--- config.mk ---
export PLATFORM = sky130hd
export DESIGN_NAME = pwm_timer_channel
export DESIGN_NICKNAME = d
export VERILOG_FILES = /design/src/hdl/pwm_out_stage.v /design/src/hdl/pwm_timer_channel.v
export VERILOG_INCLUDE_DIRS = /design/src /design/src/hdl
export SDC_FILE = /design/constraint.sdc
export NUM_CORES = 1
export LEC_CHECK = 0
export ABC_CLOCK_PERIOD_IN_PS = 2900
export BUFFER_PORTS_ARGS = -buffer_cell sky130_fd_sc_hd__buf_2
export CAP_MARGIN = 25
export CORE_MARGIN = 2
export CORE_UTILIZATION = 61
export CTS_CLUSTER_SIZE = 24
export DETAILED_ROUTE_END_ITERATION = 6
export GPL_ROUTABILITY_DRIVEN = 0
export PLACE_DENSITY = 0.83
export SYNTH_ARGS = -nofsm -noshare
export SYNTH_HDL_FRONTEND = slang
export SYNTH_SLANG_ARGS = --single-unit
--- constraint.sdc ---
create_clock -name core_clk -period 2.9 [get_ports core_clk]
set_clock_uncertainty 0.2 [all_clocks]
set_input_delay 0.435 -clock core_clk [delete_from_list [all_inputs] [get_ports core_clk]]
set_output_delay 0.435 -clock core_clk [all_outputs]
set_load 0.1 [all_outputs]
--- src/hdl/pwm_timer_consts.vh ---
// Constants for the three-output PWM timer channel: register offsets,
// field positions and reset values.
// Assumes inclusion by bare name from the design files.
`ifndef PWM_TIMER_CONSTS_VH
`define PWM_TIMER_CONSTS_VH

// ------------------------------------------------------------------
// Register offsets (word index on the plain register port)
// ------------------------------------------------------------------
`define ADDR_W 4
`define OFS_PERIOD 4'h0
`define OFS_COMPARE_B 4'h1
`define OFS_COMPARE_C 4'h2
`define OFS_COMPARE_D 4'h3
`define OFS_STATUS 4'h4
`define OFS_IRQ_FLAGS 4'h5
`define OFS_IRQ_MASK 4'h6
`define OFS_START 4'h7
`define OFS_MODE 4'h8
`define OFS_POLARITY 4'h9
`define OFS_IRQ_ENABLE 4'ha
`define OFS_PORT_LATCH 4'hb
`define OFS_PORT_DIR 4'hc
`define OFS_COUNTER 4'hd

// ------------------------------------------------------------------
// Field positions
// ------------------------------------------------------------------
`define BIT_MATCH_A 0
`define BIT_MATCH_B 1
`define BIT_MATCH_C 2
`define BIT_MATCH_D 3
`define BIT_WRAP 4
`define BIT_IRQ_PEND 1
`define BIT_IRQ_MASK 1
`define BIT_RUN 0
`define BIT_BUF_C 0
`define BIT_BUF_D 1
`define BIT_POL_B 0
`define BIT_POL_C 1
`define BIT_POL_D 2
`define BIT_IE_A 0
`define PIN_B 4
`define PIN_C 5
`define PIN_D 6

// ------------------------------------------------------------------
// Reset values
// ------------------------------------------------------------------
`define RST_GENERAL 16'hffff
`define RST_PORT_DIR 8'hff
`define RST_IRQ_MASK 8'hff
`define RST_BYTE 8'h00

`endif

--- src/hdl/pwm_out_stage.v ---
// One PWM output stage: set at compare match, cleared at period match,
// with selectable active level.
// Assumes count, match strobes and polarity are synchronous to core_clk.
`timescale 1ns/1ps

module pwm_out_stage
(
  // Clock and reset
  input wire core_clk,
  input wire rst,
  // Timing events
  input wire running,
  input wire compare_hit,
  input wire period_hit,
  // Level control
  input wire polarity,
  // Waveform
  output reg level
);

  reg active_reg;

  // Active phase tracker; period match wins, so a compare equal to
  // the period yields a flat inactive output
  always @(posedge core_clk)
  begin
    if (rst)
      active_reg <= 1'b0;
    else if (running && period_hit)
      active_reg <= 1'b0;
    else if (running && compare_hit)
      active_reg <= 1'b1;
  end

  // Active level mapping: 1 means high active
  always @*
  begin
    level = polarity ? active_reg : ~active_reg;
  end

endmodule

--- src/hdl/pwm_timer_channel.v ---
// Three-output PWM timer channel with period, compare and buffer
// registers, match status, interrupt request and a small output port.
// Assumes a single-cycle register port master on core_clk.
`timescale 1ns/1ps

`include "pwm_timer_consts.vh"

module pwm_timer_channel
#(
  parameter CNT_W = 16
)
(
  // Clock and reset
  input wire core_clk,
  input wire rst,
  // Register port
  input wire [3:0] reg_addr,
  input wire [15:0] reg_wdata,
  input wire reg_wr,
  input wire reg_rd,
  output reg [15:0] reg_rdata,
  // Interrupt
  output reg channel_irq,
  // PWM pins, three signals each
  output reg pwm_pin_b_o,
  output reg pwm_pin_b_oe,
  output reg pwm_pin_c_o,
  output reg pwm_pin_c_oe,
  output reg pwm_pin_d_o,
  output reg pwm_pin_d_oe,
  input wire pwm_pin_b_i,
  input wire pwm_pin_c_i,
  input wire pwm_pin_d_i
);

  // ------------------------------------------------------------------
  // Register state
  // ------------------------------------------------------------------
  reg [CNT_W-1:0] period_reg;
  reg [CNT_W-1:0] compare_b_reg;
  reg [CNT_W-1:0] compare_c_reg;
  reg [CNT_W-1:0] compare_d_reg;
  reg [CNT_W-1:0] channel_counter_reg;
  reg [CNT_W-1:0] active_period_reg;
  reg [CNT_W-1:0] active_b_reg;
  reg [4:0] match_status_flags_reg;
  reg [4:0] status_seen_reg;
  reg [7:0] irq_request_flags_2h_reg;
  reg [7:0] irq_mask_flags_2h_reg;
  reg [7:0] count_start_control_reg;
  reg [1:0] mode_reg;
  reg [2:0] polarity_reg;
  reg [4:0] irq_enable_reg;
  reg [7:0] port1_output_latch_reg;
  reg [7:0] port1_direction_reg;

  wire count_run_bit;
  wire buffer_select_c;
  wire buffer_select_d;
  wire wr_status;
  wire wr_pend;
  wire [CNT_W-1:0] use_period;
  wire [CNT_W-1:0] use_b;
  wire period_hit;
  wire hit_b;
  wire hit_c;
  wire hit_d;
  wire wrap_hit;
  wire [4:0] events;
  wire [4:0] clr_ok;
  wire irq_event;
  wire lvl_b;
  wire lvl_c;
  wire lvl_d;

  assign count_run_bit = count_start_control_reg[`BIT_RUN];
  assign buffer_select_c = mode_reg[`BIT_BUF_C];
  assign buffer_select_d = mode_reg[`BIT_BUF_D];
  assign wr_status = reg_wr && (reg_addr == `OFS_STATUS);
  assign wr_pend = reg_wr && (reg_addr == `OFS_IRQ_FLAGS);

  // ------------------------------------------------------------------
  // Compare and match decode
  // ------------------------------------------------------------------
  // Buffered modes run from shadow copies loaded at period end
  assign use_period = buffer_select_c ? active_period_reg : period_reg;
  assign use_b = buffer_select_d ? active_b_reg : compare_b_reg;
  assign period_hit = (channel_counter_reg == use_period);
  assign hit_b = (channel_counter_reg == use_b);
  // Compare C drives pin C only when not acting as a buffer
  assign hit_c = !buffer_select_c &&
                 (channel_counter_reg == compare_c_reg);
  // Compare D drives pin D only when not acting as a buffer
  assign hit_d = !buffer_select_d &&
                 (channel_counter_reg == compare_d_reg);
  assign wrap_hit = (channel_counter_reg == {CNT_W{1'b1}}) && !period_hit;
  assign events = {wrap_hit, hit_d, hit_c, hit_b, period_hit} &
                  {5{count_run_bit}};
  assign irq_event = |(events & irq_enable_reg);

  // ------------------------------------------------------------------
  // Counter and buffer transfer
  // ------------------------------------------------------------------
  // Counter runs only while start bit is set; clears at period match
  always @(posedge core_clk)
  begin
    if (rst)
    begin
      channel_counter_reg <= {CNT_W{1'b0}};
      active_period_reg <= `RST_GENERAL;
      active_b_reg <= `RST_GENERAL;
    end
    else if (count_run_bit)
    begin
      if (period_hit)
      begin
        channel_counter_reg <= {CNT_W{1'b0}};
        // Buffered values take over only at the period boundary
        active_period_reg <= buffer_select_c ? compare_c_reg
                                             : period_reg;
        active_b_reg <= buffer_select_d ? compare_d_reg
                                        : compare_b_reg;
      end
      else
      begin
        channel_counter_reg <= channel_counter_reg +
                               {{(CNT_W-1){1'b0}}, 1'b1};
        // Unbuffered shadows track the live registers, so turning a
        // buffer on mid-period never brings back a stale value
        if (!buffer_select_c)
          active_period_reg <= period_reg;
        if (!buffer_select_d)
          active_b_reg <= compare_b_reg;
      end
    end
    else
    begin
      // Stopped: keep shadows current so a fresh start uses new values
      active_period_reg <= buffer_select_c ? compare_c_reg : period_reg;
      active_b_reg <= buffer_select_d ? compare_d_reg : compare_b_reg;
    end
  end

  // ------------------------------------------------------------------
  // Register writes
  // ------------------------------------------------------------------
  // Plain read-write registers; all 16 bits of general registers kept
  always @(posedge core_clk)
  begin
    if (rst)
    begin
      period_reg <= `RST_GENERAL;
      compare_b_reg <= `RST_GENERAL;
      compare_c_reg <= `RST_GENERAL;
      compare_d_reg <= `RST_GENERAL;
      count_start_control_reg <= `RST_BYTE;
      mode_reg <= 2'b00;
      polarity_reg <= 3'b000;
      irq_enable_reg <= 5'b00000;
      port1_output_latch_reg <= `RST_BYTE;
      port1_direction_reg <= `RST_PORT_DIR;
      irq_mask_flags_2h_reg <= `RST_IRQ_MASK;
    end
    else if (reg_wr)
    begin
      case (reg_addr)
        `OFS_PERIOD: period_reg <= reg_wdata;
        `OFS_COMPARE_B: compare_b_reg <= reg_wdata;
        `OFS_COMPARE_C: compare_c_reg <= reg_wdata;
        `OFS_COMPARE_D: compare_d_reg <= reg_wdata;
        `OFS_START: count_start_control_reg <= reg_wdata[7:0];
        `OFS_MODE: mode_reg <= reg_wdata[1:0];
        `OFS_POLARITY: polarity_reg <= reg_wdata[2:0];
        `OFS_IRQ_ENABLE: irq_enable_reg <= reg_wdata[4:0];
        `OFS_PORT_LATCH: port1_output_latch_reg <= reg_wdata[7:0];
        `OFS_PORT_DIR: port1_direction_reg <= reg_wdata[7:0];
        `OFS_IRQ_MASK: irq_mask_flags_2h_reg <= reg_wdata[7:0];
        default: period_reg <= period_reg;
      endcase
    end
  end

  // ------------------------------------------------------------------
  // Match status flags, read-then-write-zero clearing
  // ------------------------------------------------------------------
  // A flag only clears if it was seen at 1 by a status read; a new
  // match in the clearing cycle wins, so no event is lost
  assign clr_ok = wr_status ? (status_seen_reg & ~reg_wdata[4:0])
                            : 5'b00000;

  always @(posedge core_clk)
  begin
    if (rst)
    begin
      match_status_flags_reg <= 5'b00000;
      status_seen_reg <= 5'b00000;
    end
    else
    begin
      match_status_flags_reg <= (match_status_flags_reg & ~clr_ok) |
                                events;
      if (reg_rd && (reg_addr == `OFS_STATUS))
        status_seen_reg <= match_status_flags_reg;
      else if (wr_status)
        status_seen_reg <= 5'b00000;
    end
  end

  // ------------------------------------------------------------------
  // Interrupt request flag and output
  // ------------------------------------------------------------------
  // Pending bit is sticky; software may write it, event wins the clear
  always @(posedge core_clk)
  begin
    if (rst)
    begin
      irq_request_flags_2h_reg <= `RST_BYTE;
      channel_irq <= 1'b0;
    end
    else
    begin
      if (wr_pend)
        irq_request_flags_2h_reg <= reg_wdata[7:0] |
          {6'b000000, irq_event, 1'b0};
      else if (irq_event)
        irq_request_flags_2h_reg[`BIT_IRQ_PEND] <= 1'b1;
      channel_irq <= irq_request_flags_2h_reg[`BIT_IRQ_PEND] &&
                     !irq_mask_flags_2h_reg[`BIT_IRQ_MASK];
    end
  end

  // ------------------------------------------------------------------
  // Output stages
  // ------------------------------------------------------------------
  pwm_out_stage stage_b
  (
    .core_clk(core_clk),
    .rst(rst),
    .running(count_run_bit),
    .compare_hit(hit_b),
    .period_hit(period_hit),
    .polarity(polarity_reg[`BIT_POL_B]),
    .level(lvl_b)
  );

  pwm_out_stage stage_c
  (
    .core_clk(core_clk),
    .rst(rst),
    .running(count_run_bit),
    .compare_hit(hit_c),
    .period_hit(period_hit),
    .polarity(polarity_reg[`BIT_POL_C]),
    .level(lvl_c)
  );

  pwm_out_stage stage_d
  (
    .core_clk(core_clk),
    .rst(rst),
    .running(count_run_bit),
    .compare_hit(hit_d),
    .period_hit(period_hit),
    .polarity(polarity_reg[`BIT_POL_D]),
    .level(lvl_d)
  );

  // Registered pins; enables follow the direction bits (0 drives)
  always @(posedge core_clk)
  begin
    if (rst)
    begin
      pwm_pin_b_o <= 1'b0;
      pwm_pin_c_o <= 1'b0;
      pwm_pin_d_o <= 1'b0;
      pwm_pin_b_oe <= 1'b0;
      pwm_pin_c_oe <= 1'b0;
      pwm_pin_d_oe <= 1'b0;
    end
    else
    begin
      pwm_pin_b_o <= lvl_b;
      pwm_pin_c_o <= lvl_c;
      pwm_pin_d_o <= lvl_d;
      pwm_pin_b_oe <= !port1_direction_reg[`PIN_B];
      pwm_pin_c_oe <= !port1_direction_reg[`PIN_C];
      pwm_pin_d_oe <= !port1_direction_reg[`PIN_D];
    end
  end

  // ------------------------------------------------------------------
  // Register reads
  // ------------------------------------------------------------------
  // Data valid one cycle after the strobe; unmapped reads give zero
  always @(posedge core_clk)
  begin
    if (rst)
      reg_rdata <= 16'h0000;
    else if (reg_rd)
    begin
      case (reg_addr)
        `OFS_PERIOD: reg_rdata <= period_reg;
        `OFS_COMPARE_B: reg_rdata <= compare_b_reg;
        `OFS_COMPARE_C: reg_rdata <= compare_c_reg;
        `OFS_COMPARE_D: reg_rdata <= compare_d_reg;
        `OFS_STATUS: reg_rdata <= {11'h000, match_status_flags_reg};
        `OFS_IRQ_FLAGS: reg_rdata <= {8'h00, irq_request_flags_2h_reg};
        `OFS_IRQ_MASK: reg_rdata <= {8'h00, irq_mask_flags_2h_reg};
        `OFS_START: reg_rdata <= {8'h00, count_start_control_reg};
        `OFS_MODE: reg_rdata <= {14'h0000, mode_reg};
        `OFS_POLARITY: reg_rdata <= {13'h0000, polarity_reg};
        `OFS_IRQ_ENABLE: reg_rdata <= {11'h000, irq_enable_reg};
        // Pins B, C and D in input mode read back the pad, bit 7 in input mode reads zero; others the latch
        `OFS_PORT_LATCH: reg_rdata <= {8'h00,
          port1_direction_reg[7] ? 1'b0 : port1_output_latch_reg[7],
          port1_direction_reg[`PIN_D] ? pwm_pin_d_i :
            port1_output_latch_reg[`PIN_D],
          port1_direction_reg[`PIN_C] ? pwm_pin_c_i :
            port1_output_latch_reg[`PIN_C],
          port1_direction_reg[`PIN_B] ? pwm_pin_b_i :
            port1_output_latch_reg[`PIN_B],
          port1_output_latch_reg[3:0]};
        `OFS_PORT_DIR: reg_rdata <= {8'h00, port1_direction_reg};
        `OFS_COUNTER: reg_rdata <= channel_counter_reg;
        default: reg_rdata <= 16'h0000;
      endcase
    end
    else
      reg_rdata <= 16'h0000;
  end

endmodule

# Word-level counts from Yosys, hierarchy flattened
# Index checks and enable logic that the tools add are counted.
# totals
mem_bits_ro,0
latch_bits,0
regBits,198
word_cells,117
n_memories,0
inputBits,27
output_inout_bits,23
mem_bits_rw,0
# op_classes
n_lt_le_gt_ge,0
n_mul,0
n_bitwise,12
n_div,0
n_eq_ne,18
reduce_logical,35
addsub,1
n_mux,22
shift,0
# ops
op,n
16-bit one-hot mux with 14 select lines,1
16-bit two-way mux,9
16-bit equality test,4
4-bit equality test (second input constant),6
2-bit AND reduction,11
5-bit bitwise AND,4
16-bit by 1-bit adder with 16-bit output (second input constant),1
16-bit equality test (second input constant),1
4-bit by 3-bit equality test with 1-bit output (second input constant),4
5-bit two-way mux,3
1-bit logical AND,11
5-bit NOT,2
1-bit two-way mux,9
4-bit by 2-bit equality test with 1-bit output (second input constant),2
8-bit by 2-bit OR with 8-bit output,1
1-bit logical NOT,7
5-bit OR,1
5-bit OR reduction,1
4-bit by 1-bit equality test with 1-bit output (second input constant),1
4-bit logical NOT,1
1-bit NOT,4
2-bit nonzero test,2
2-bit OR reduction,2

# Logic depth before layout (Yosys ltp)
# depth
depth_word,9
ltp_mapped,11
ltp_nobuf,7

# Cells and area by module
# Synthesis repeated with hierarchy kept, for this count alone.
# unflattened
cells_unflattened,1163
area_unflattened_um2,10123.5
# modules_own_cells
mod,area_per_inst_um2,seq_area_each_um2,cells_per_inst,instances
pwm_timer_channel,9999.6,3903.7,1151,1
pwm_out_stage,41.3,20.0,4,3

# Worst setup path before layout
# No wires, ideal clock.
# synth_timing
path_kind,flip-flop to flip-flop
startpoint,register mode_reg[1]
endpoint,register irq_request_flags_2h_reg[1]
required_time_ns,2.626
setup_time_ns,0.074
t_arrival_ns,2.347
path_buffers,3
stages_incl_launch_ff,10
synth_period_minus_slack_ns,2.621
setup_slack_ns,0.279
path_cell_list,dfxtp_1 clkbuf_1 buf_1 clkbuf_1 mux2i_1 xor2_1 nand3_1 nor4_1 nand2_1 a31oi_1
# synth_via
elab_chain_cells,7
word_cells_on_any_way,10
cone_classes,eq/ne (1); mux (2); bitwise (3); reduce/logical (4)
# synth_rtl
element,line,rtl
"start, declared",pwm_timer_channel.v:51,reg [1:0] mode_reg;
"start signal, assigned",pwm_timer_channel.v:172,`OFS_MODE: mode_reg <= reg_wdata[1:0];
16-bit two-way mux / 1-bit logical NOT (equally long branches),n/a,
16-bit equality test / 1-bit logical AND (equally long branches),"pwm_timer_channel.v:89, pwm_timer_channel.v:94",
5-bit bitwise AND (*),pwm_timer_channel.v:97,"assign events = {wrap_hit, hit_d, hit_c, hit_b, period_hit} &"
5-bit bitwise AND (*),pwm_timer_channel.v:99,assign irq_event = |(events & irq_enable_reg);
5-bit OR reduction (*),pwm_timer_channel.v:99,
8-bit by 2-bit OR with 8-bit output,pwm_timer_channel.v:223,irq_request_flags_2h_reg <= reg_wdata[7:0] |
1-bit two-way mux,pwm_timer_channel.v:222,if (wr_pend)
"end signal, assigned",pwm_timer_channel.v:217,irq_request_flags_2h_reg <= `RST_BYTE;
"end signal, assigned",pwm_timer_channel.v:223,
"end, declared",pwm_timer_channel.v:48,reg [7:0] irq_request_flags_2h_reg;
# Mark *: on every way between the ends. The rest lies on a longest branch, timed or not.
# A chain may end at the register's enable or synchronous reset.

# Final worst setup path
# layout_timing
startpoint,register mode_reg[0]
endpoint,register active_b_reg[15]
# layout_via
elab_chain_cells,4
# layout_rtl
element,line,rtl
16-bit two-way mux,n/a,
16-bit equality test,pwm_timer_channel.v:88,assign period_hit = (channel_counter_reg == use_period);
16-bit two-way mux,pwm_timer_channel.v:115,if (period_hit)
16-bit two-way mux,pwm_timer_channel.v:113,else if (count_run_bit)
"end signal, assigned",pwm_timer_channel.v:111,active_b_reg <= `RST_GENERAL;
"end signal, assigned",pwm_timer_channel.v:121,active_b_reg <= buffer_select_d ? compare_d_reg
"end signal, assigned",pwm_timer_channel.v:133,active_b_reg <= compare_b_reg;
"end, declared",pwm_timer_channel.v:45,reg [CNT_W-1:0] active_b_reg;
# Every way passes these cells.

==> results_dict.tcl <==
set metrics [dict create \
    antenna_found_initial 0 \
    clock_latency_ns 0.44 \
    cp_data_required_time_ns 3.03 \
    synth.top_cell.area_share_pct 41.0 \
    crit_start "mode_reg[0]$_SDFFE_PP0P_" \
    path_cells "buf_12 > mux2i_1 > xnor2_1 > nor4_1 > buf_4 > a41oi_4 > buf_4 > mux2i_1 > a21oi_1 > or2_1" \
    gr-total-overflow 0 \
    cts_buffers 17 \
    peakVddDrop_mv 0.445 \
    drive_above_1_share_pct 13.1 \
    yosysWarnings 0 \
    dp_hpwl_mm 19.9 \
    fin_crit_ns 2.74 \
    pre_cts_ws_ns 0.144 \
    ctsHoldBuffers 0 \
    maxCapViolCount 0 \
    synth_nets 1188 \
    fin_util_pct 71.0 \
    yosysMostFrequentCell "nand2_1" \
    cts_sinks 198 \
    max-slew-margin-rel_pct 50.1 \
    fin_setup_tns_ns 0 \
    fin_crit_sh_pct 94.4 \
    drc 0 \
    yosysSeqAreaShare_pct 41.0 \
    reg2reg_from "mode_reg[0]$_SDFFE_PP0P_" \
    slowest_stage "dfxtp_4" \
    fin_nets 1220 \
    cp-start-kind "flop" \
    postSynth.asyncResetShare_pct 0 \
    leakagePower_nw 4.20 \
    syn_inst 1160 \
    fmax_mhz 365 \
    antenna_left 0 \
    die_w_um 130 \
    cp-end-kind "flop" \
    stdcell_count 1416 \
    via_count 8943 \
    critPathKind "flop to flop" \
    drv_slew 0 \
    finalHoldViolCount 0 \
    wl_per_cell_um 20.6 \
    n_antenna_cell 0 \
    drt-vias-per-instance 6.32 \
    ys_types 49 \
    min_path_type "input port to flop" \
    cts_setup_buffers 0 \
    post_synth.cell_area_avg_um2 8.33 \
    setup_violations 0 \
    yosys-top-cells-count "205 x nand2_1, 198 x dfxtp_1, 108 x nor2_1" \
    arrival_ns 2.87 \
    netlist_area_um2 9660 \
    rsz0062_at_grt "no" \
    start_util_pct 63.1 \
    yosys_most_used_dff "dfxtp_1" \
    routed_wl_mm 29.2 \
    multi_input_area_um2 5290 \
    cts_tree "yes" \
    area_delta_synth_final_pct 12.6 \
    power_mw 5.60 \
    port_buffers 49 \
    seq_area_um2 3970 \
    synth_seq_cells 198 \
    core-area_um2 15300 \
    setup_ws_ns 0.162 \
    hp-start "reg_wdata[9]" \
    grt_pass1_wl_mm 46.0 \
    die_y_um 130 \
    grt_pass1_vias 8375 \
    place_inst 1384 \
    synthTopCellsByArea "dfxtp_1 41%, mux2i_1 8.4%, nand2_1 8.0%" \
    clk_pin_slew_ns 0.07 \
    synth_edf_count 0 \
    slowest_delay_ns 0.43 \
    rows 45 \
    ctsLongestPathBuffers 2 \
    num_io_pins 50 \
    n_fill_cell 1187 \
    grt_max_degree 92 \
    status "finished, final reports clean" \
    dr.pass1.iters 7 \
    worstMarginPinSlew_ns 0.748 \
    synth_top_area_cell "dfxtp_1" \
    die_area_um2 16900 \
    drtIter0Drc 1501 \
    cts_max_level 4 \
    track_usage_pct 35.7 \
    cp_max_fo 28 \
    cts-root-buf "clkbuf_16" \
    powerDensity_nw_per_um2 515 \
]
[kinds of logic after synthesis]
logic type	after synthesis	share of synthesized area [%]
multiplexers	89	9.33
flip-flops	198	41.0
adder cells (fa/ha/maj)	1	0.130
buffers and inverters	102	4.42
AO/OA/AOI/OAI	164	11.0
XOR/XNOR	82	7.44
AND/OR/NAND/NOR	524	26.7
[where the power goes]
group | internal [mW] | total (mW) | switching (mW)
Clock | 1.25 | 2.29 | 1.04
Combinational | 0.161 | 0.501 | 0.340
Sequential | 2.77 | 2.81 | 0.0454
Total | 4.18 | 5.60 | 1.42
[per-stage QoR]
stage / cell area (um^2) / hold slack (ns)
2_1_floorplan: 9660 / 0.213
3_3_place_gp: 10300 / 0.229
3_5_place_dp: 10300 / 0.237
4_1_cts: 10900 / 0.0594
5_1_grt: 10900 / 0.0788
6_report: 10900 / 0.0613
[repair_timing]
| item | CTS | global route |
|---|---|---|
| setup endpoints to repair | 0 | 8 |
| resized for setup | 0 | 1 |
| endpoints found under the hold margin | 0 | 0 |
[per-layer routing]
| layer | global-route usage (%) | routed length [um] |
|---|---|---|
| met5 | 0 | 0 |
| met4 | 15.1 | 1110 |
| met3 | 8.32 | 3560 |
| met2 | 53.2 | 12700 |
| met1 | 49.9 | 11900 |
[cells in the final DEF (no fill, tap or decap), drive strengths merged, types with 8 or more instances in the layout]
cell	instances
nand2	205
dfxtp	198
buf	111
nor2	108
mux2i	81
nand3b	74
a21oi	73
xnor2	60
or2	32
nand3	26
a22oi	25
xor2	22
clkbuf	21
o21ai	16
nand4	13
nor2b	13
a31oi	12
nor4	10
mux2	8
and3	8
a211o	8
[cell type report]
type	instances	share of cell area, %
repair buffers	111	7.02
clock buffers	21	4.33
flip-flops and latches	198	36.5
multi-input cells	860	48.7
clock inverters	11	0.921
inverters	4	0.138
well taps	211	2.43
[worst paths after layout]
path | end | slack [ns] | cells past startpoint
setup / recovery | active_b_reg[15]$_SDFF_PP1_ | 0.16 | 10
hold / removal | compare_b_reg[9]$_SDFFE_PP1P_ | 0.06 | 3
setup reg to reg | active_b_reg[15]$_SDFF_PP1_ | 0.16 | 10
hold reg to reg | channel_irq$_SDFF_PP0_ | 0.26 | 1
[critical path, delay by kind of cell, from the launching register on]
| family | cells | cell delay [ns] |
|---|---|---|
| buf+inv | 3 | 0.65 |
| simple gates | 2 | 0.57 |
| mux | 2 | 0.45 |
| flops | 1 | 0.43 |
| compound gates | 2 | 0.22 |
| xor+xnor | 1 | 0.08 |
Note: power is estimated with default switching activity, not from simulation.
